`src/logic/fan_ctrl_consts.svh`:
```
`ifndef FAN_CTRL_CONSTS_SVH
`define FAN_CTRL_CONSTS_SVH

// ***************************************************************
// register indices; byte address is four times the index
// ***************************************************************
`define IDX_SRC_SEL 8'h49
`define IDX_CPU_RD_HI 8'h50
`define IDX_CPU_RD_LO 8'h51
`define IDX_CPU_CFG 8'h52
`define IDX_HYST_HI 8'h53
`define IDX_HYST_LO 8'h54
`define IDX_OVT_HI 8'h55
`define IDX_OVT_LO 8'h56
`define IDX_SENSE_TYPE 8'h5D
`define IDX_CRIT_EN 8'h5E
`define IDX_MAX_OUT 8'h67
`define IDX_STEP 8'h68
`define IDX_SYS_CRIT 8'h6B
`define IDX_CPU_CRIT 8'h6C
`define IDX_FAN_MODE 8'h70
`define IDX_CPU_TARGET 8'h71
`define IDX_CPU_BASE 8'h72
`define IDX_SYS_BASE 8'h73

// ***************************************************************
// reset values
// ***************************************************************
`define RST_ZERO 8'h00
`define RST_CRIT_EN 8'h04
`define RST_SENSE_TYPE 8'h04
`define RST_MAX_OUT 8'hFF
`define RST_STEP 8'h01
`define RST_CRIT_TEMP 8'hFF
`define RST_HYST_HI 8'h4B
`define RST_OVT_HI 8'h50
`define RST_CPU_TARGET 8'h32
`define RST_READING 9'h000

// ***************************************************************
// writable bit masks and field positions
// ***************************************************************
`define MSK_CRIT_EN 8'h36
`define MSK_CFG 8'h1B
`define MSK_LO_BYTE 8'h80
`define MSK_SENSE_TYPE 8'h06
`define MSK_SRC_SEL 8'h01
`define MSK_FAN_MODE 8'h03
`define BIT_CPU_CRIT_EN 5
`define BIT_SYS_CRIT_EN 4
`define BIT_CPU_CURRENT 2
`define BIT_SYS_CURRENT 1
`define BIT_CPU_TYPE 2
`define BIT_SYS_TYPE 1
`define BIT_CFG_STOP 0
`define BIT_CFG_MODE 1
`define BIT_CFG_FAULT_HI 4
`define BIT_CFG_FAULT_LO 3
`define FAN_FULL 8'hFF
`define RESP_OKAY 2'b00
`define RESP_SLVERR 2'b10

`endif

```
`src/logic/fan_ctrl_pkg.sv`:
```
package fan_ctrl_pkg;
	typedef logic [7:0] reg8_t;
	typedef logic [8:0] temp9_t;
	typedef logic [1:0] resp_t;
	typedef enum logic [1:0] {FAN_MANUAL, FAN_STEPPED, FAN_TARGET} fan_mode_t;
endpackage

```
`src/logic/alert_if.sv`:
```
`timescale 1ns/1ps
interface alert_if;
	import fan_ctrl_pkg::*;
	logic sample;
	temp9_t reading;
	temp9_t over_thr;
	temp9_t hyst_thr;
	logic [1:0] fault_cfg;
	logic int_mode;
	logic stop;
	logic clear;
	logic alert;
	modport ctl(output sample, reading, over_thr, hyst_thr, fault_cfg, int_mode, stop, clear,
		input alert);
	modport mon(input sample, reading, over_thr, hyst_thr, fault_cfg, int_mode, stop, clear,
		output alert);
endinterface

```
`src/logic/fan_temp_regs.sv`:
```
`timescale 1ns/1ps
`include "fan_ctrl_consts.svh"
module fan_temp_regs #(
	parameter int ADDR_W = 12
) (
	// clock and reset
	input wire logic sys_clk,
	input wire logic resetn,
	// axi4-lite write
	input wire logic [ADDR_W-1:0] s_axi_awaddr,
	input wire logic s_axi_awvalid,
	output logic s_axi_awready,
	input wire logic [31:0] s_axi_wdata,
	input wire logic [3:0] s_axi_wstrb,
	input wire logic s_axi_wvalid,
	output logic s_axi_wready,
	output fan_ctrl_pkg::resp_t s_axi_bresp,
	output logic s_axi_bvalid,
	input wire logic s_axi_bready,
	// axi4-lite read
	input wire logic [ADDR_W-1:0] s_axi_araddr,
	input wire logic s_axi_arvalid,
	output logic s_axi_arready,
	output logic [31:0] s_axi_rdata,
	output fan_ctrl_pkg::resp_t s_axi_rresp,
	output logic s_axi_rvalid,
	input wire logic s_axi_rready,
	// temperature sources
	input wire fan_ctrl_pkg::temp9_t cpu_temp_input,
	input wire fan_ctrl_pkg::temp9_t peci_temp,
	input wire fan_ctrl_pkg::temp9_t sys_temp_input,
	input wire logic temp_sample,
	// fan drive and sensing
	output fan_ctrl_pkg::reg8_t cpu_fan_drive_out,
	output fan_ctrl_pkg::reg8_t sys_fan_drive_out,
	output logic over_temp_alert_n,
	output logic cpu_sense_current_mode,
	output logic sys_sense_current_mode,
	output logic cpu_sensor_type_select,
	output logic sys_sensor_type_select
);
	import fan_ctrl_pkg::*;

	reg8_t crit_en, max_out, step_val, sys_crit, cpu_crit, cfg;
	reg8_t hyst_hi, hyst_lo, ovt_hi, ovt_lo, sense_type, src_sel;
	reg8_t mode_reg, cpu_target, cpu_base, sys_base;
	reg8_t next_crit_en, next_max_out, next_step_val, next_sys_crit, next_cpu_crit;
	reg8_t next_cfg, next_hyst_hi, next_hyst_lo, next_ovt_hi, next_ovt_lo;
	reg8_t next_sense_type, next_src_sel, next_mode_reg, next_cpu_target;
	reg8_t next_cpu_base, next_sys_base;
	temp9_t cpu_reading, sys_reading, next_cpu_reading, next_sys_reading, src_temp;
	logic aw_full, w_full, next_aw_full, next_w_full, next_bvalid;
	logic [7:0] aw_idx, next_aw_idx, wbyte, next_wbyte;
	logic aw_hit, next_aw_hit, wstrb0, next_wstrb0;
	resp_t next_bresp;
	logic do_write, wr_en, ar_take, next_rvalid, next_arready;
	logic [31:0] next_rdata;
	resp_t next_rresp;
	reg8_t next_cpu_fan, next_sys_fan;
	logic [8:0] fan_sum;
	reg8_t fan_up, fan_dn, fan_hold;
	fan_mode_t fan_mode;
	logic stop;

	alert_if aif();

	function automatic logic mapped(input logic [7:0] idx);
		case (idx)
			`IDX_SRC_SEL, `IDX_CPU_RD_HI, `IDX_CPU_RD_LO, `IDX_CPU_CFG,
			`IDX_HYST_HI, `IDX_HYST_LO, `IDX_OVT_HI, `IDX_OVT_LO,
			`IDX_SENSE_TYPE, `IDX_CRIT_EN, `IDX_MAX_OUT, `IDX_STEP,
			`IDX_SYS_CRIT, `IDX_CPU_CRIT, `IDX_FAN_MODE, `IDX_CPU_TARGET,
			`IDX_CPU_BASE, `IDX_SYS_BASE: mapped = 1'b1;
			default: mapped = 1'b0;
		endcase
	endfunction

	function automatic logic addr_ok(input logic [ADDR_W-1:0] a);
		addr_ok = (a[ADDR_W-1:10] == '0) && mapped(a[9:2]);
	endfunction

	assign stop = cfg[`BIT_CFG_STOP];
	assign fan_mode = fan_mode_t'(mode_reg[1:0]);
	assign src_temp = src_sel[0] ? peci_temp : cpu_temp_input;

	// ***************************************************************
	// axi write channel
	// ***************************************************************
	// address and data are held separately, so either may arrive first
	assign do_write = aw_full && w_full && !s_axi_bvalid;
	assign wr_en = do_write && aw_hit && wstrb0;

	always_comb begin
		next_aw_full = aw_full;
		next_w_full = w_full;
		next_aw_idx = aw_idx;
		next_aw_hit = aw_hit;
		next_wbyte = wbyte;
		next_wstrb0 = wstrb0;
		next_bvalid = s_axi_bvalid;
		next_bresp = s_axi_bresp;
		if (s_axi_bvalid && s_axi_bready) begin
			next_bvalid = 1'b0;
		end
		if (s_axi_awvalid && s_axi_awready) begin
			next_aw_full = 1'b1;
			next_aw_idx = s_axi_awaddr[9:2];
			next_aw_hit = addr_ok(s_axi_awaddr);
		end
		if (s_axi_wvalid && s_axi_wready) begin
			next_w_full = 1'b1;
			next_wbyte = s_axi_wdata[7:0];
			next_wstrb0 = s_axi_wstrb[0];
		end
		if (do_write) begin
			next_aw_full = 1'b0;
			next_w_full = 1'b0;
			next_bvalid = 1'b1;
			next_bresp = aw_hit ? `RESP_OKAY : `RESP_SLVERR;
		end
	end

	always_ff @(posedge sys_clk) begin
		if (!resetn) begin
			aw_full <= 1'b0;
			w_full <= 1'b0;
			aw_idx <= 8'h00;
			aw_hit <= 1'b0;
			wbyte <= 8'h00;
			wstrb0 <= 1'b0;
			s_axi_awready <= 1'b0;
			s_axi_wready <= 1'b0;
			s_axi_bvalid <= 1'b0;
			s_axi_bresp <= `RESP_OKAY;
		end else begin
			aw_full <= next_aw_full;
			w_full <= next_w_full;
			aw_idx <= next_aw_idx;
			aw_hit <= next_aw_hit;
			wbyte <= next_wbyte;
			wstrb0 <= next_wstrb0;
			s_axi_awready <= !next_aw_full;
			s_axi_wready <= !next_w_full;
			s_axi_bvalid <= next_bvalid;
			s_axi_bresp <= next_bresp;
		end
	end

	// ***************************************************************
	// axi read channel
	// ***************************************************************
	assign ar_take = s_axi_arvalid && s_axi_arready;

	always_comb begin
		next_rvalid = s_axi_rvalid;
		next_arready = s_axi_arready;
		next_rdata = s_axi_rdata;
		next_rresp = s_axi_rresp;
		if (s_axi_rvalid && s_axi_rready) begin
			next_rvalid = 1'b0;
			next_arready = 1'b1;
		end
		if (ar_take) begin
			next_rvalid = 1'b1;
			next_arready = 1'b0;
			next_rresp = addr_ok(s_axi_araddr) ? `RESP_OKAY : `RESP_SLVERR;
			next_rdata = 32'h0000_0000;
			if (s_axi_araddr[ADDR_W-1:10] == '0) begin
				case (s_axi_araddr[9:2])
					`IDX_SRC_SEL: next_rdata[7:0] = src_sel;
					`IDX_CPU_RD_HI: next_rdata[7:0] = cpu_reading[8:1];
					`IDX_CPU_RD_LO: next_rdata[7:0] = {cpu_reading[0], 7'h00};
					`IDX_CPU_CFG: next_rdata[7:0] = cfg;
					`IDX_HYST_HI: next_rdata[7:0] = hyst_hi;
					`IDX_HYST_LO: next_rdata[7:0] = hyst_lo;
					`IDX_OVT_HI: next_rdata[7:0] = ovt_hi;
					`IDX_OVT_LO: next_rdata[7:0] = ovt_lo;
					`IDX_SENSE_TYPE: next_rdata[7:0] = sense_type;
					`IDX_CRIT_EN: next_rdata[7:0] = crit_en;
					`IDX_MAX_OUT: next_rdata[7:0] = max_out;
					`IDX_STEP: next_rdata[7:0] = step_val;
					`IDX_SYS_CRIT: next_rdata[7:0] = sys_crit;
					`IDX_CPU_CRIT: next_rdata[7:0] = cpu_crit;
					`IDX_FAN_MODE: next_rdata[7:0] = mode_reg;
					`IDX_CPU_TARGET: next_rdata[7:0] = cpu_target;
					`IDX_CPU_BASE: next_rdata[7:0] = cpu_base;
					`IDX_SYS_BASE: next_rdata[7:0] = sys_base;
					default: next_rdata = 32'h0000_0000;
				endcase
			end
		end
	end

	always_ff @(posedge sys_clk) begin
		if (!resetn) begin
			s_axi_arready <= 1'b1;
			s_axi_rvalid <= 1'b0;
			s_axi_rdata <= 32'h0000_0000;
			s_axi_rresp <= `RESP_OKAY;
		end else begin
			s_axi_arready <= next_arready;
			s_axi_rvalid <= next_rvalid;
			s_axi_rdata <= next_rdata;
			s_axi_rresp <= next_rresp;
		end
	end

	// ***************************************************************
	// register file
	// ***************************************************************
	// reserved bits are masked on write and so always read as zero
	always_comb begin
		next_crit_en = crit_en;
		next_max_out = max_out;
		next_step_val = step_val;
		next_sys_crit = sys_crit;
		next_cpu_crit = cpu_crit;
		next_cfg = cfg;
		next_hyst_hi = hyst_hi;
		next_hyst_lo = hyst_lo;
		next_ovt_hi = ovt_hi;
		next_ovt_lo = ovt_lo;
		next_sense_type = sense_type;
		next_src_sel = src_sel;
		next_mode_reg = mode_reg;
		next_cpu_target = cpu_target;
		next_cpu_base = cpu_base;
		next_sys_base = sys_base;
		if (wr_en) begin
			case (aw_idx)
				`IDX_CRIT_EN: next_crit_en = wbyte & `MSK_CRIT_EN;
				`IDX_MAX_OUT: next_max_out = wbyte;
				`IDX_STEP: next_step_val = wbyte;
				`IDX_SYS_CRIT: next_sys_crit = wbyte;
				`IDX_CPU_CRIT: next_cpu_crit = wbyte;
				`IDX_CPU_CFG: next_cfg = wbyte & `MSK_CFG;
				`IDX_HYST_HI: next_hyst_hi = wbyte;
				`IDX_HYST_LO: next_hyst_lo = wbyte & `MSK_LO_BYTE;
				`IDX_OVT_HI: next_ovt_hi = wbyte;
				`IDX_OVT_LO: next_ovt_lo = wbyte & `MSK_LO_BYTE;
				`IDX_SENSE_TYPE: next_sense_type = wbyte & `MSK_SENSE_TYPE;
				`IDX_SRC_SEL: next_src_sel = wbyte & `MSK_SRC_SEL;
				`IDX_FAN_MODE: next_mode_reg = wbyte & `MSK_FAN_MODE;
				`IDX_CPU_TARGET: next_cpu_target = wbyte;
				`IDX_CPU_BASE: next_cpu_base = wbyte;
				`IDX_SYS_BASE: next_sys_base = wbyte;
				default: next_mode_reg = mode_reg;
			endcase
		end
	end

	always_ff @(posedge sys_clk) begin
		if (!resetn) begin
			crit_en <= `RST_CRIT_EN;
			max_out <= `RST_MAX_OUT;
			step_val <= `RST_STEP;
			sys_crit <= `RST_CRIT_TEMP;
			cpu_crit <= `RST_CRIT_TEMP;
			cfg <= `RST_ZERO;
			hyst_hi <= `RST_HYST_HI;
			hyst_lo <= `RST_ZERO;
			ovt_hi <= `RST_OVT_HI;
			ovt_lo <= `RST_ZERO;
			sense_type <= `RST_SENSE_TYPE;
			src_sel <= `RST_ZERO;
			mode_reg <= `RST_ZERO;
			cpu_target <= `RST_CPU_TARGET;
			cpu_base <= `RST_ZERO;
			sys_base <= `RST_ZERO;
		end else begin
			crit_en <= next_crit_en;
			max_out <= next_max_out;
			step_val <= next_step_val;
			sys_crit <= next_sys_crit;
			cpu_crit <= next_cpu_crit;
			cfg <= next_cfg;
			hyst_hi <= next_hyst_hi;
			hyst_lo <= next_hyst_lo;
			ovt_hi <= next_ovt_hi;
			ovt_lo <= next_ovt_lo;
			sense_type <= next_sense_type;
			src_sel <= next_src_sel;
			mode_reg <= next_mode_reg;
			cpu_target <= next_cpu_target;
			cpu_base <= next_cpu_base;
			sys_base <= next_sys_base;
		end
	end

	// ***************************************************************
	// readings, alert and fan drive
	// ***************************************************************
	assign aif.sample = temp_sample;
	assign aif.reading = src_temp;
	assign aif.over_thr = {ovt_hi, ovt_lo[7]};
	assign aif.hyst_thr = {hyst_hi, hyst_lo[7]};
	assign aif.fault_cfg = cfg[`BIT_CFG_FAULT_HI:`BIT_CFG_FAULT_LO];
	assign aif.int_mode = cfg[`BIT_CFG_MODE];
	assign aif.stop = stop;
	// reading the high byte acknowledges an interrupt-mode alert
	assign aif.clear = ar_take && s_axi_araddr[ADDR_W-1:10] == '0
		&& s_axi_araddr[9:2] == `IDX_CPU_RD_HI;

	over_temp_monitor u_mon (
		.sys_clk(sys_clk),
		.resetn(resetn),
		.ifc(aif.mon)
	);

	// saturating step arithmetic; a lowered ceiling pulls the output down at once
	assign fan_sum = {1'b0, cpu_fan_drive_out} + {1'b0, step_val};
	assign fan_up = (fan_sum > {1'b0, max_out}) ? max_out : fan_sum[7:0];
	assign fan_hold = (cpu_fan_drive_out > max_out) ? max_out : cpu_fan_drive_out;
	assign fan_dn = (cpu_fan_drive_out < step_val) ? 8'h00 : cpu_fan_drive_out - step_val;

	always_comb begin
		next_cpu_reading = cpu_reading;
		next_sys_reading = sys_reading;
		next_cpu_fan = cpu_base;
		next_sys_fan = sys_base;
		if (temp_sample) begin
			next_sys_reading = sys_temp_input;
			if (!stop) begin
				next_cpu_reading = src_temp;
			end
		end
		case (fan_mode)
			FAN_STEPPED: begin
				next_cpu_fan = fan_hold;
				if (temp_sample && !stop && src_temp[8:1] > cpu_target) begin
					next_cpu_fan = fan_up;
				end else if (temp_sample && !stop && src_temp[8:1] < cpu_target) begin
					next_cpu_fan = (fan_dn > max_out) ? max_out : fan_dn;
				end
			end
			FAN_TARGET: begin
				if (crit_en[`BIT_CPU_CRIT_EN] && cpu_reading[8:1] > cpu_crit) begin
					next_cpu_fan = `FAN_FULL;
				end
				if (crit_en[`BIT_SYS_CRIT_EN] && sys_reading[8:1] > sys_crit) begin
					next_sys_fan = `FAN_FULL;
				end
			end
			default: next_cpu_fan = cpu_base;
		endcase
	end

	always_ff @(posedge sys_clk) begin
		if (!resetn) begin
			cpu_reading <= `RST_READING;
			sys_reading <= `RST_READING;
			cpu_fan_drive_out <= `RST_ZERO;
			sys_fan_drive_out <= `RST_ZERO;
			over_temp_alert_n <= 1'b1;
			cpu_sense_current_mode <= 1'b0;
			sys_sense_current_mode <= 1'b0;
			cpu_sensor_type_select <= 1'b0;
			sys_sensor_type_select <= 1'b0;
		end else begin
			cpu_reading <= next_cpu_reading;
			sys_reading <= next_sys_reading;
			cpu_fan_drive_out <= next_cpu_fan;
			sys_fan_drive_out <= next_sys_fan;
			over_temp_alert_n <= !aif.alert;
			// current mode needs both its enable and the diode type bit
			cpu_sense_current_mode <= crit_en[`BIT_CPU_CURRENT] & sense_type[`BIT_CPU_TYPE];
			sys_sense_current_mode <= crit_en[`BIT_SYS_CURRENT] & sense_type[`BIT_SYS_TYPE];
			cpu_sensor_type_select <= sense_type[`BIT_CPU_TYPE];
			sys_sensor_type_select <= sense_type[`BIT_SYS_TYPE];
		end
	end
endmodule

```
`src/logic/over_temp_monitor.sv`:
```
`timescale 1ns/1ps
module over_temp_monitor (
	// clock and reset
	input wire logic sys_clk,
	input wire logic resetn,
	// alert channel
	alert_if.mon ifc
);
	import fan_ctrl_pkg::*;

	logic [2:0] cnt;
	logic [2:0] next_cnt;
	logic next_alert;
	logic [2:0] need;
	logic take;
	logic over;

	assign need = {1'b0, ifc.fault_cfg} + 3'd1;
	assign take = ifc.sample & ~ifc.stop;
	assign over = ifc.reading > ifc.over_thr;

	// ***************************************************************
	// fault counting and alert
	// ***************************************************************
	always_comb begin
		next_cnt = cnt;
		next_alert = ifc.alert;
		// clear comes first so that a trip in the same cycle wins
		if (ifc.int_mode && ifc.clear && !ifc.stop) begin
			next_alert = 1'b0;
		end
		if (take) begin
			if (over) begin
				if (cnt < need) begin
					next_cnt = cnt + 3'd1;
				end
				if (cnt + 3'd1 >= need) begin
					next_alert = 1'b1;
				end
			end else begin
				next_cnt = 3'd0;
				if (!ifc.int_mode && ifc.reading < ifc.hyst_thr) begin
					next_alert = 1'b0;
				end
			end
		end
	end

	always_ff @(posedge sys_clk) begin
		if (!resetn) begin
			cnt <= 3'd0;
			ifc.alert <= 1'b0;
		end else begin
			cnt <= next_cnt;
			ifc.alert <= next_alert;
		end
	end
endmodule

```
`config.mk`:
```
export PLATFORM = sky130hd
export DESIGN_NAME = fan_temp_regs
export DESIGN_NICKNAME = d
export VERILOG_FILES = /design/src/logic/fan_ctrl_pkg.sv /design/src/logic/alert_if.sv /design/src/logic/fan_temp_regs.sv /design/src/logic/over_temp_monitor.sv
export VERILOG_INCLUDE_DIRS = /design/src /design/src/logic
export SDC_FILE = /design/constraint.sdc
export NUM_CORES = 1
export LEC_CHECK = 0
export ABC_AREA = 1
export BUFFER_PORTS_ARGS = -buffer_cell sky130_fd_sc_hd__buf_2
export CAP_MARGIN = 20
export CORE_AREA = 5 5 145 147
export DETAILED_ROUTE_END_ITERATION = 8
export DIE_AREA = 0 0 150 152
export PLACE_DENSITY = 0.74
export SYNTH_ARGS = -nofsm -noshare
export SYNTH_HDL_FRONTEND = slang
export SYNTH_HIERARCHICAL = 1
export SYNTH_SLANG_ARGS = --single-unit
```
`constraint.sdc`:
```
create_clock -name sys_clk -period 4.2 [get_ports sys_clk]
set_input_delay 1.26 -clock sys_clk [delete_from_list [all_inputs] [get_ports sys_clk]]
set_output_delay 1.26 -clock sys_clk [all_outputs]
set_load 0.01 [all_outputs]
```
==> results of run 1 <==
==> per-stage QoR <==
step	setup slack [ps]	std cells	util, %	hold slack [ps]
after floorplan	1182	1498	-	358.4
after global placement	627.9	1798	55.94	383.2
after detailed placement	546.6	1798	55.94	385.9
after CTS	665.8	1828	58.89	401.6
after global routing	324.2	1828	58.89	420.6
final	706.3	1828	58.89	396.1
==> Yosys cell counts, types with 10 or more instances <==
library cell / count
buf_4: 34
clkbuf_1: 28
o22ai_1: 23
o211ai_1: 39
a21oi_1: 117
dfxtp_1: 164
a31oi_1: 11
ha_1: 91
nand4_1: 21
inv_1: 215
nand2_2: 10
nor2_2: 10
inv_2: 16
a211oi_1: 12
o21ai_0: 88
nor2_1: 109
nor3_1: 10
nand2_1: 285
nand3_1: 85
==> cell usage in the layout (no fill, tap or decap), drive strengths merged, types with 16 or more instances in the layout <==
cell type and instances:
ha 91, clkbuf 19, nor3 16, buf 105, nand3 95, nor2 125
o22ai 23, dfxtp 164, nand2 297, o211ai 39, a211oi 20, conb 26
a21oi 122, o21ai 95, inv 232, nand4 21
==> worst register-to-register path, stage by stage, from the launching register on <==
cell	delay, ps
dfxtp_1	390
inv_1	80
ha_1	230
fa_1	410
inv_1	110
nand2_1	70
nand2_1	80
nand2_1	50
nand2_1	110
inv_2	110
nor2_1	240
ha_1	300
nand2_1	60
a21oi_1	60
nor2_1	120
nand2_1	70
nand2_1	160
nand2_1	220
nand2_1	110
nand3_1	70
nand3_1	140
nand2_1	70
nand2_1	60
a21oi_1	60
==> worst min path at each step <==
stage / slack, ps / to / start
2_1_floorplan: 360 / over_temp_alert_n / u_mon/ifc.alert
3_3_place_gp: 380 / over_temp_alert_n / u_mon/ifc.alert
3_5_place_dp: 390 / over_temp_alert_n / u_mon/ifc.alert
4_1_cts: 400 / over_temp_alert_n / u_mon/ifc.alert
5_1_grt: 420 / over_temp_alert_n / u_mon/ifc.alert
6_report: 400 / over_temp_alert_n / u_mon/ifc.alert
==> cell families (layout without fill, tap and decap cells) <==
logic type	Yosys count	count (layout)	synth area share (%)
compound gates	334	334	19.17
simple gates	567	567	25.44
xor+xnor	6	6	0.4993
other cells	1	26	0.03563
fa+ha+maj	93	93	11.20
buf+inv	308	368	12.46
flops	164	164	31.20
==> power breakdown <==
group,switching (mW),internal (mW)
combinational,0.209,0.108
clock,0.650,0.903
sequential,0.0561,1.59
total,0.916,2.60
==> area by class of cell <==
| cell class | instances | share of cell area, % |
|---|---|---|
| Clock buffer | 19 | 3.889 |
| Clock inverter | 11 | 1.117 |
| Inverter | 233 | 7.509 |
| Multi-Input combinational cell | 1026 | 51.71 |
| Sequential cell | 164 | 28.19 |
| Tap cell | 270 | 2.900 |
| Timing Repair Buffer | 105 | 4.684 |
==> per-layer routing <==
metal / vias to the layer above / GRT usage, % / share of wire, %
li1: 5010 / - / -
met1: 4432 / 34.42 / 40
met2: 338 / 46.44 / 49
met3: 84 / 3.396 / 5.9
met4: 0 / 13.42 / 5.1
met5: - / 0 / 0
==> metrics.yaml, run 1 <==
cells_and_area:
  postLayoutCellArea_mm2: 0.01165
  drive_gt1_share_pct: 13.86
  largest_reg_flops: 9
  antenna_cells: 0
  ff_latch_area_mm2: 0.003283
  fill_cells: 1907
  largest-register: "cpu_reading"
  syn2layout_area_growth_pct: 10.68
  multi_input_area_mm2: 0.006023
  nets: 1735
sta:
  max_clock_freq_mhz: 286.2
  max_slew_margin_pct: 35.30
  drv_slew: 0
  fin_crit_sh_pct: 83.18
  tightest_slew_ps: 963.3
  rsz0062_at_grt: "no"
  skew_ps: 9.670
  finalSetupTns_ps: 0
  min_period_ps: 3494
  final_hold_viol_count: 0
  setup_violations: 0
critical_path:
  timing.rr.end: "cpu_fan_drive_out[3]"
  path_max_fanout: 8
  reg2reg_depth: 23
  worstReg2RegStart: "cpu_fan_drive_out[0]"
  cpMostUsedCell: "nand2_1"
  r2r_setup_slack_ps: 710
  required_ps: 4500
  crit_arrival_ps: 3790
  crit_type: "flop to flop"
  cp.buffers_inverters: 3
  crit_path_end_kind: "flop"
  crit_cells: 23
  slowest_delay_ps: 410
  cpMaxStageDelayCell: "fa_1"
  startpoint_type: "flop"
  cp_top_family: "simple AND/OR/NAND/NOR gates"
  cp-endpoint: "cpu_fan_drive_out[3]"
  crit_chain: "inv_1, ha_1, fa_1, inv_1, nand2_1, nand2_1, nand2_1, nand2_1, inv_2, nor2_1, ha_1, nand2_1, a21oi_1, nor2_1, nand2_1, nand2_1, nand2_1, nand2_1, nand3_1, nand3_1, nand2_1, nand2_1, a21oi_1"
  cp-startpoint: "cpu_fan_drive_out[0]"
floorplan:
  start_util_pct: 53.21
  core_mm2: 0.01978
  fp.dieH_um: 152
  rows: 52
  die_x_um: 150
  die-area_mm2: 0.02280
  io_pins: 157
pwr:
  ir_drop_mv: 0.2691
  power.leakage_nw: 5.826
  pwr_density_cell_mw_per_mm2: 302.0
  total_power_mw: 3.518
synthesis:
  postSynth.asyncResetShare_pct: 0
  ys_seq_area_share_pct: 31.20
  synth_top_area_cell: "dfxtp_1"
  synth.distinct_cells: 55
  synth_area_mm2: 0.01052
  ys_ff_latch: 164
  ys.flop_type: "dfxtp_1"
  syn_inst: 1473
  synth_top_area_share_pct: 31.20
  synth_edf_count: 0
  ys_warn_count: 6
  syn_area_per_cell_um2: 7.144
  synth.area.top_cells: "dfxtp_1 (31%), ha_1 (11%), nand2_1 (10%)"
min_path:
  holdPathStages: 1
  hp-class: "flop to flop"
clock_tree:
  clk_pin_slew_ps: 70
  clk_path_buf_depth: 2
  cts_buffers: 17
  htree_levels: 4
  ctsHoldBuffers: 0
  cts_resized: 0
  cts.sinks: 164
  cts-root-buf: "clkbuf_16"
  post_cts_buffers: 0
  clk_latency_ps: 430
  cts_tree: "built"
detailed_routing:
  routed_via_density: 5.396
  wl_per_cell_um: 17.38
  finalWirelength_um: 31770
  vias: 9864
  drt_iter0_drc: 704
  postRouteAntennaNets: 0
  drt_pass1_iterations: 5
  drc: 0
job:
  cap_violations: 0
grt:
  antenna_found_initial: 0
  grt_max_degree: 68
  grt_first_pass_wirelength_um: 48960
  grt_pass1_vias: 9111
  grt_use_total_pct: 27.48
  globalRouteOverflowTotal: 0
place:
  place_area_mm2: 0.01106
  port_buffers: 98
  gp_congestion: 1.017
  dpl.hpwl_um: 24690
status:
  outcome: "complete, no violations"
Note: power is estimated with default switching activity, not from simulation.
==> run 2, diff against run 1 <==
==> constraint.sdc (replaced) <==
create_clock -name sys_clk -period 3.58 [get_ports sys_clk]
set_input_delay 1.074 -clock sys_clk [delete_from_list [all_inputs] [get_ports sys_clk]]
set_output_delay 1.074 -clock sys_clk [all_outputs]
set_load 0.01 [all_outputs]
==> metrics.yaml, run 2 (synthesis results as in run 1) <==
place:
  gp_congestion: 0.9810
  pre_cts_ws_ps: 162.3
  dpl.hpwl_um: 24580
  port_buffers: 98
cells_and_area:
  layout_common_cells: "nand2_1 (283), inv_1 (215), dfxtp_1 (163), a21oi_1 (117), nor2_1 (108)"
  fill_cells: 1871
  nets: 1744
  ff_latch_area_mm2: 0.003284
  largest_reg_flops: 9
  antenna_cells: 0
  drive_gt1_share_pct: 14.60
  layout_commonest_cell: "nand2_1"
  multi_input_area_mm2: 0.006048
  syn2layout_area_growth_pct: 11.84
  largest-register: "cpu_reading"
sta:
  setup_violations: 0
  min_period_ps: 3280
  post-route-worst-setup-slack_ps: 299.5
  max_clock_freq_mhz: 304.8
  fin_crit_sh_pct: 91.63
  tightest_slew_ps: 982.7
  skew_ps: 6.333
  max_slew_margin_pct: 33.99
  final_hold_viol_count: 0
  drv_slew: 0
detailed_routing:
  drc: 1
  wl_per_cell_um: 17.33
  drt_iter0_drc: 701
  routed_via_density: 5.404
  vias: 9932
  finalWirelength_um: 31850
  drt_pass1_iterations: 7
  postRouteAntennaNets: 0
clock_tree:
  clk_latency_ps: 430
  cts_tree: "built"
  ctsHoldBuffers: 0
  clk_path_buf_depth: 2
  cts_buffers: 17
  cts.sinks: 164
  clk_pin_slew_ps: 60
  cts-root-buf: "clkbuf_16"
  post_cts_buffers: 0
  htree_levels: 4
  cts_resized: 0
floorplan:
  die_x_um: 150
  io_pins: 157
  start_util_pct: 53.21
  die-area_mm2: 0.02280
  fp.dieH_um: 152
  core_mm2: 0.01978
  rows: 52
min_path:
  holdPathStages: 1
  hp-class: "flop to flop"
critical_path:
  required_ps: 3900
  slowest_delay_ps: 390
  crit_arrival_ps: 3600
  reg2reg_depth: 22
  startpoint_type: "flop"
  cpMostUsedCell: "nand2_1"
  crit_chain: "ha_1, inv_1, fa_1, inv_1, nand3_1, nand2_1, xor2_2, ha_1, nand2_1, nor2_1, nand2_1, nand3_1, nand2_1, nand2_1, nand2_1, nand2_2, nand2_1, nand3_1, nand3_1, nand2_1, nand2_1, a21oi_1"
  path_max_fanout: 9
  crit_path_end_kind: "flop"
  crit_type: "flop to flop"
  cpMaxStageDelayCell: "fa_1"
job:
  cap_violations: 0
grt:
  grt_max_degree: 89
  grt_first_pass_wirelength_um: 49580
  globalRouteOverflowTotal: 0
  grt_use_total_pct: 27.68
  antenna_found_initial: 0
  grt_pass1_vias: 9263
pwr:
  ir_drop_mv: 0.3332
  power.leakage_nw: 5.889
  total_power_mw: 4.176
  pwr_density_cell_mw_per_mm2: 354.8
status:
  outcome: "complete, but fails checks"
  violations: "design-rule violations"
## run 2: final timing paths
kind | from | slack, ps | end
min reg2reg | u_mon/ifc.alert | 390 | over_temp_alert_n
max | step_val[0] | 300 | cpu_fan_drive_out[2]
max reg2reg | step_val[0] | 300 | cpu_fan_drive_out[2]
min | u_mon/ifc.alert | 390 | over_temp_alert_n
## run 2: per-stage QoR
step           cells  cell area, um^2  hold slack [ps]  TNS (ps)  utilization (%)
2_1_floorplan   1498            10620            358.4         0                -
3_3_place_gp    1807            11140            384.4         0            56.34
3_5_place_dp    1807            11140            383.2         0            56.34
4_1_cts         1838            11740            398.0         0            59.38
5_1_grt         1838            11770            411.8    -5.102            59.51
6_report        1838            11770            393.2         0            59.51
## run 2: power breakdown
part	internal [mW]	switching, mW
registers	1.87	0.0661
clock network	1.12	0.751
logic	0.128	0.246
total	3.11	1.06
## run 2: per-layer routing
layer / routed length (um) / vias up / global-route usage, %
met5: 0 / - / 0
met4: 1632 / 0 / 13.20
met3: 1816 / 94 / 4.111
met2: 15510 / 336 / 47.21
met1: 12890 / 4479 / 34.01
li1: - / 5023 / -
## run 2: worst max-delay path, delay by kind of cell (launching register included)
| kind | cells | cell delay, ps |
|---|---|---|
| AOI/OAI and AO/OA | 1 | 60 |
| buffers and inverters | 2 | 160 |
| DFF | 1 | 380 |
| and+or+nand+nor | 15 | 1410 |
| xor gates and xnor gates | 1 | 250 |
| adders and majority gates | 3 | 900 |
## run 2: cell type report
type | instances | share of cell area (%)
multi-input combinational | 1026 | 51.39
sequential | 164 | 27.90
inverter | 233 | 7.431
timing repair buffer | 114 | 5.315
clock buffer | 20 | 3.795
tap | 270 | 2.870
clock inverter | 11 | 1.297
==> run 3, diff against run 2 <==
==> constraint.sdc (replaced) <==
create_clock -name sys_clk -period 3.58 [get_ports sys_clk]
set_input_delay 0.358 -clock sys_clk [delete_from_list [all_inputs] [get_ports sys_clk]]
set_output_delay 0.358 -clock sys_clk [all_outputs]
set_load 0.01 [all_outputs]
==> metrics.yaml, run 3 (synthesis results as in run 1) <==
sta:
  max_clock_freq_mhz: 296.5
  setup_violations: 0
  tightest_slew_ps: 962.9
  max_slew_margin_pct: 35.32
  whs_ps: 152.9
  drv_slew: 0
  final_hold_viol_count: 0
  skew_ps: 7.801
  rsz0062_at_grt: "no"
  fin_crit_sh_pct: 94.22
  min_period_ps: 3373
  finalSetupTns_ps: 0
clock_tree:
  cts.sinks: 164
  clk_latency_ps: 430
  ctsHoldBuffers: 0
  htree_levels: 4
  cts_resized: 0
  cts_buffers: 17
  clk_pin_slew_ps: 70
  clk_path_buf_depth: 2
  cts_tree: "built"
  post_cts_buffers: 0
  cts-root-buf: "clkbuf_16"
floorplan:
  start_util_pct: 53.21
  die-area_mm2: 0.02280
  rows: 52
  io_pins: 157
  core_mm2: 0.01978
  fp.dieH_um: 152
  die_x_um: 150
cells_and_area:
  nets: 1742
  fill_cells: 1948
  drive_gt1_share_pct: 14.43
  antenna_cells: 0
  syn2layout_area_growth_pct: 11.62
  postLayoutCellArea_mm2: 0.01175
  layout_common_cells: "nand2_1 (283), inv_1 (215), dfxtp_1 (164), a21oi_1 (117), nor2_1 (109)"
  layout_commonest_cell: "nand2_1"
  largest_reg_flops: 9
  largest-register: "cpu_reading"
critical_path:
  path_max_fanout: 9
  startpoint_type: "flop"
  crit_path_end_kind: "flop"
  crit_type: "flop to flop"
  required_ps: 3900
  crit_arrival_ps: 3690
place:
  port_buffers: 98
  place_area_mm2: 0.01112
  gp_congestion: 0.9804
  dpl.hpwl_um: 24630
min_path:
  hp-class: "input port to flop"
detailed_routing:
  routed_via_density: 5.492
  drt_iter0_drc: 911
  vias: 10080
  postRouteAntennaNets: 0
  finalWirelength_um: 32060
  wl_per_cell_um: 17.46
  drc: 0
  drt_pass1_iterations: 8
grt:
  antenna_found_initial: 0
  grt_first_pass_wirelength_um: 49650
  grt_max_degree: 89
  grt_use_total_pct: 27.92
  grt_pass1_vias: 9349
  globalRouteOverflowTotal: 0
job:
  cap_violations: 0
pwr:
  power.leakage_nw: 5.886
  ir_drop_mv: 0.3016
  pwr_density_cell_mw_per_mm2: 362.5
status:
  outcome: "complete, no violations"
==> run 3: path summary, 6_finish.rpt <==
| path | start | end | slack, ps | depth (start not counted) |
|---|---|---|---|---|
| worst max-delay path | cpu_fan_drive_out[0] | cpu_fan_drive_out[3] | 210 | 23 |
| worst min-delay path | sys_temp_input[8] | sys_reading[8] | 150 | 3 |
| worst max register to register | cpu_fan_drive_out[0] | cpu_fan_drive_out[3] | 210 | 23 |
| worst min register to register | u_mon/ifc.alert | over_temp_alert_n | 400 | 1 |
==> run 3: report_power, final <==
part	switching [mW]	total (mW)	internal, mW	leakage (nW)
combinational	0.246	0.371	0.125	4.26
sequential	0.0663	1.93	1.87	1.33
clock	0.768	1.95	1.19	0.296
total	1.08	4.26	3.18	5.89
==> run 3: area by class of cell <==
| class | instances | area (um^2) | area share (%) |
|---|---|---|---|
| clock buffer | 19 | 442.9 | 3.771 |
| clock inverter | 12 | 178.9 | 1.523 |
| sequential | 164 | 3283 | 27.95 |
| multi-input combinational | 1026 | 6031 | 51.34 |
| timing repair buffer | 112 | 598.1 | 5.092 |
| inverter | 233 | 874.6 | 7.446 |
| tap | 270 | 337.8 | 2.876 |
==> run 3: worst max-delay path, cell delays in order (launching register included) <==
cell and delay (ps):
dfxtp_1 320, buf_4 120, ha_1 190, inv_1 60, fa_1 390, inv_1 100
nand3_1 80, nand2_1 140, xor2_1 310, ha_1 310, nand2_1 100, nor2_1 70
nand2_1 50, nand3_1 60, nand2_1 60, nand2_1 40, nand2_1 210, nand2_2 180
nand2_1 100, nand3_1 60, nand3_1 120, nand2_1 60, nand2_1 60, a21oi_1 50
==> run 3: per-layer routing <==
metal,vias to the layer above,global-route usage (%),share of wire (%)
li1,5018,-,-
met1,4619,32.98,39
met2,347,48.45,49
met3,100,4.290,6.4
met4,0,14.47,5.4
met5,-,0,0
==> run 3: stage by stage <==
stage                     worst slack, ps  total power, mW  std cells  util [%]
final                               206.8            4.258       1836     59.39
after global routing                15.69            4.403       1836     59.39
after CTS                           201.1            4.267       1836     59.35
after detailed placement            222.7            2.339       1805     56.21
after global placement              244.2            2.330       1805     56.21
after floorplan                     617.4            2.224       1498         -
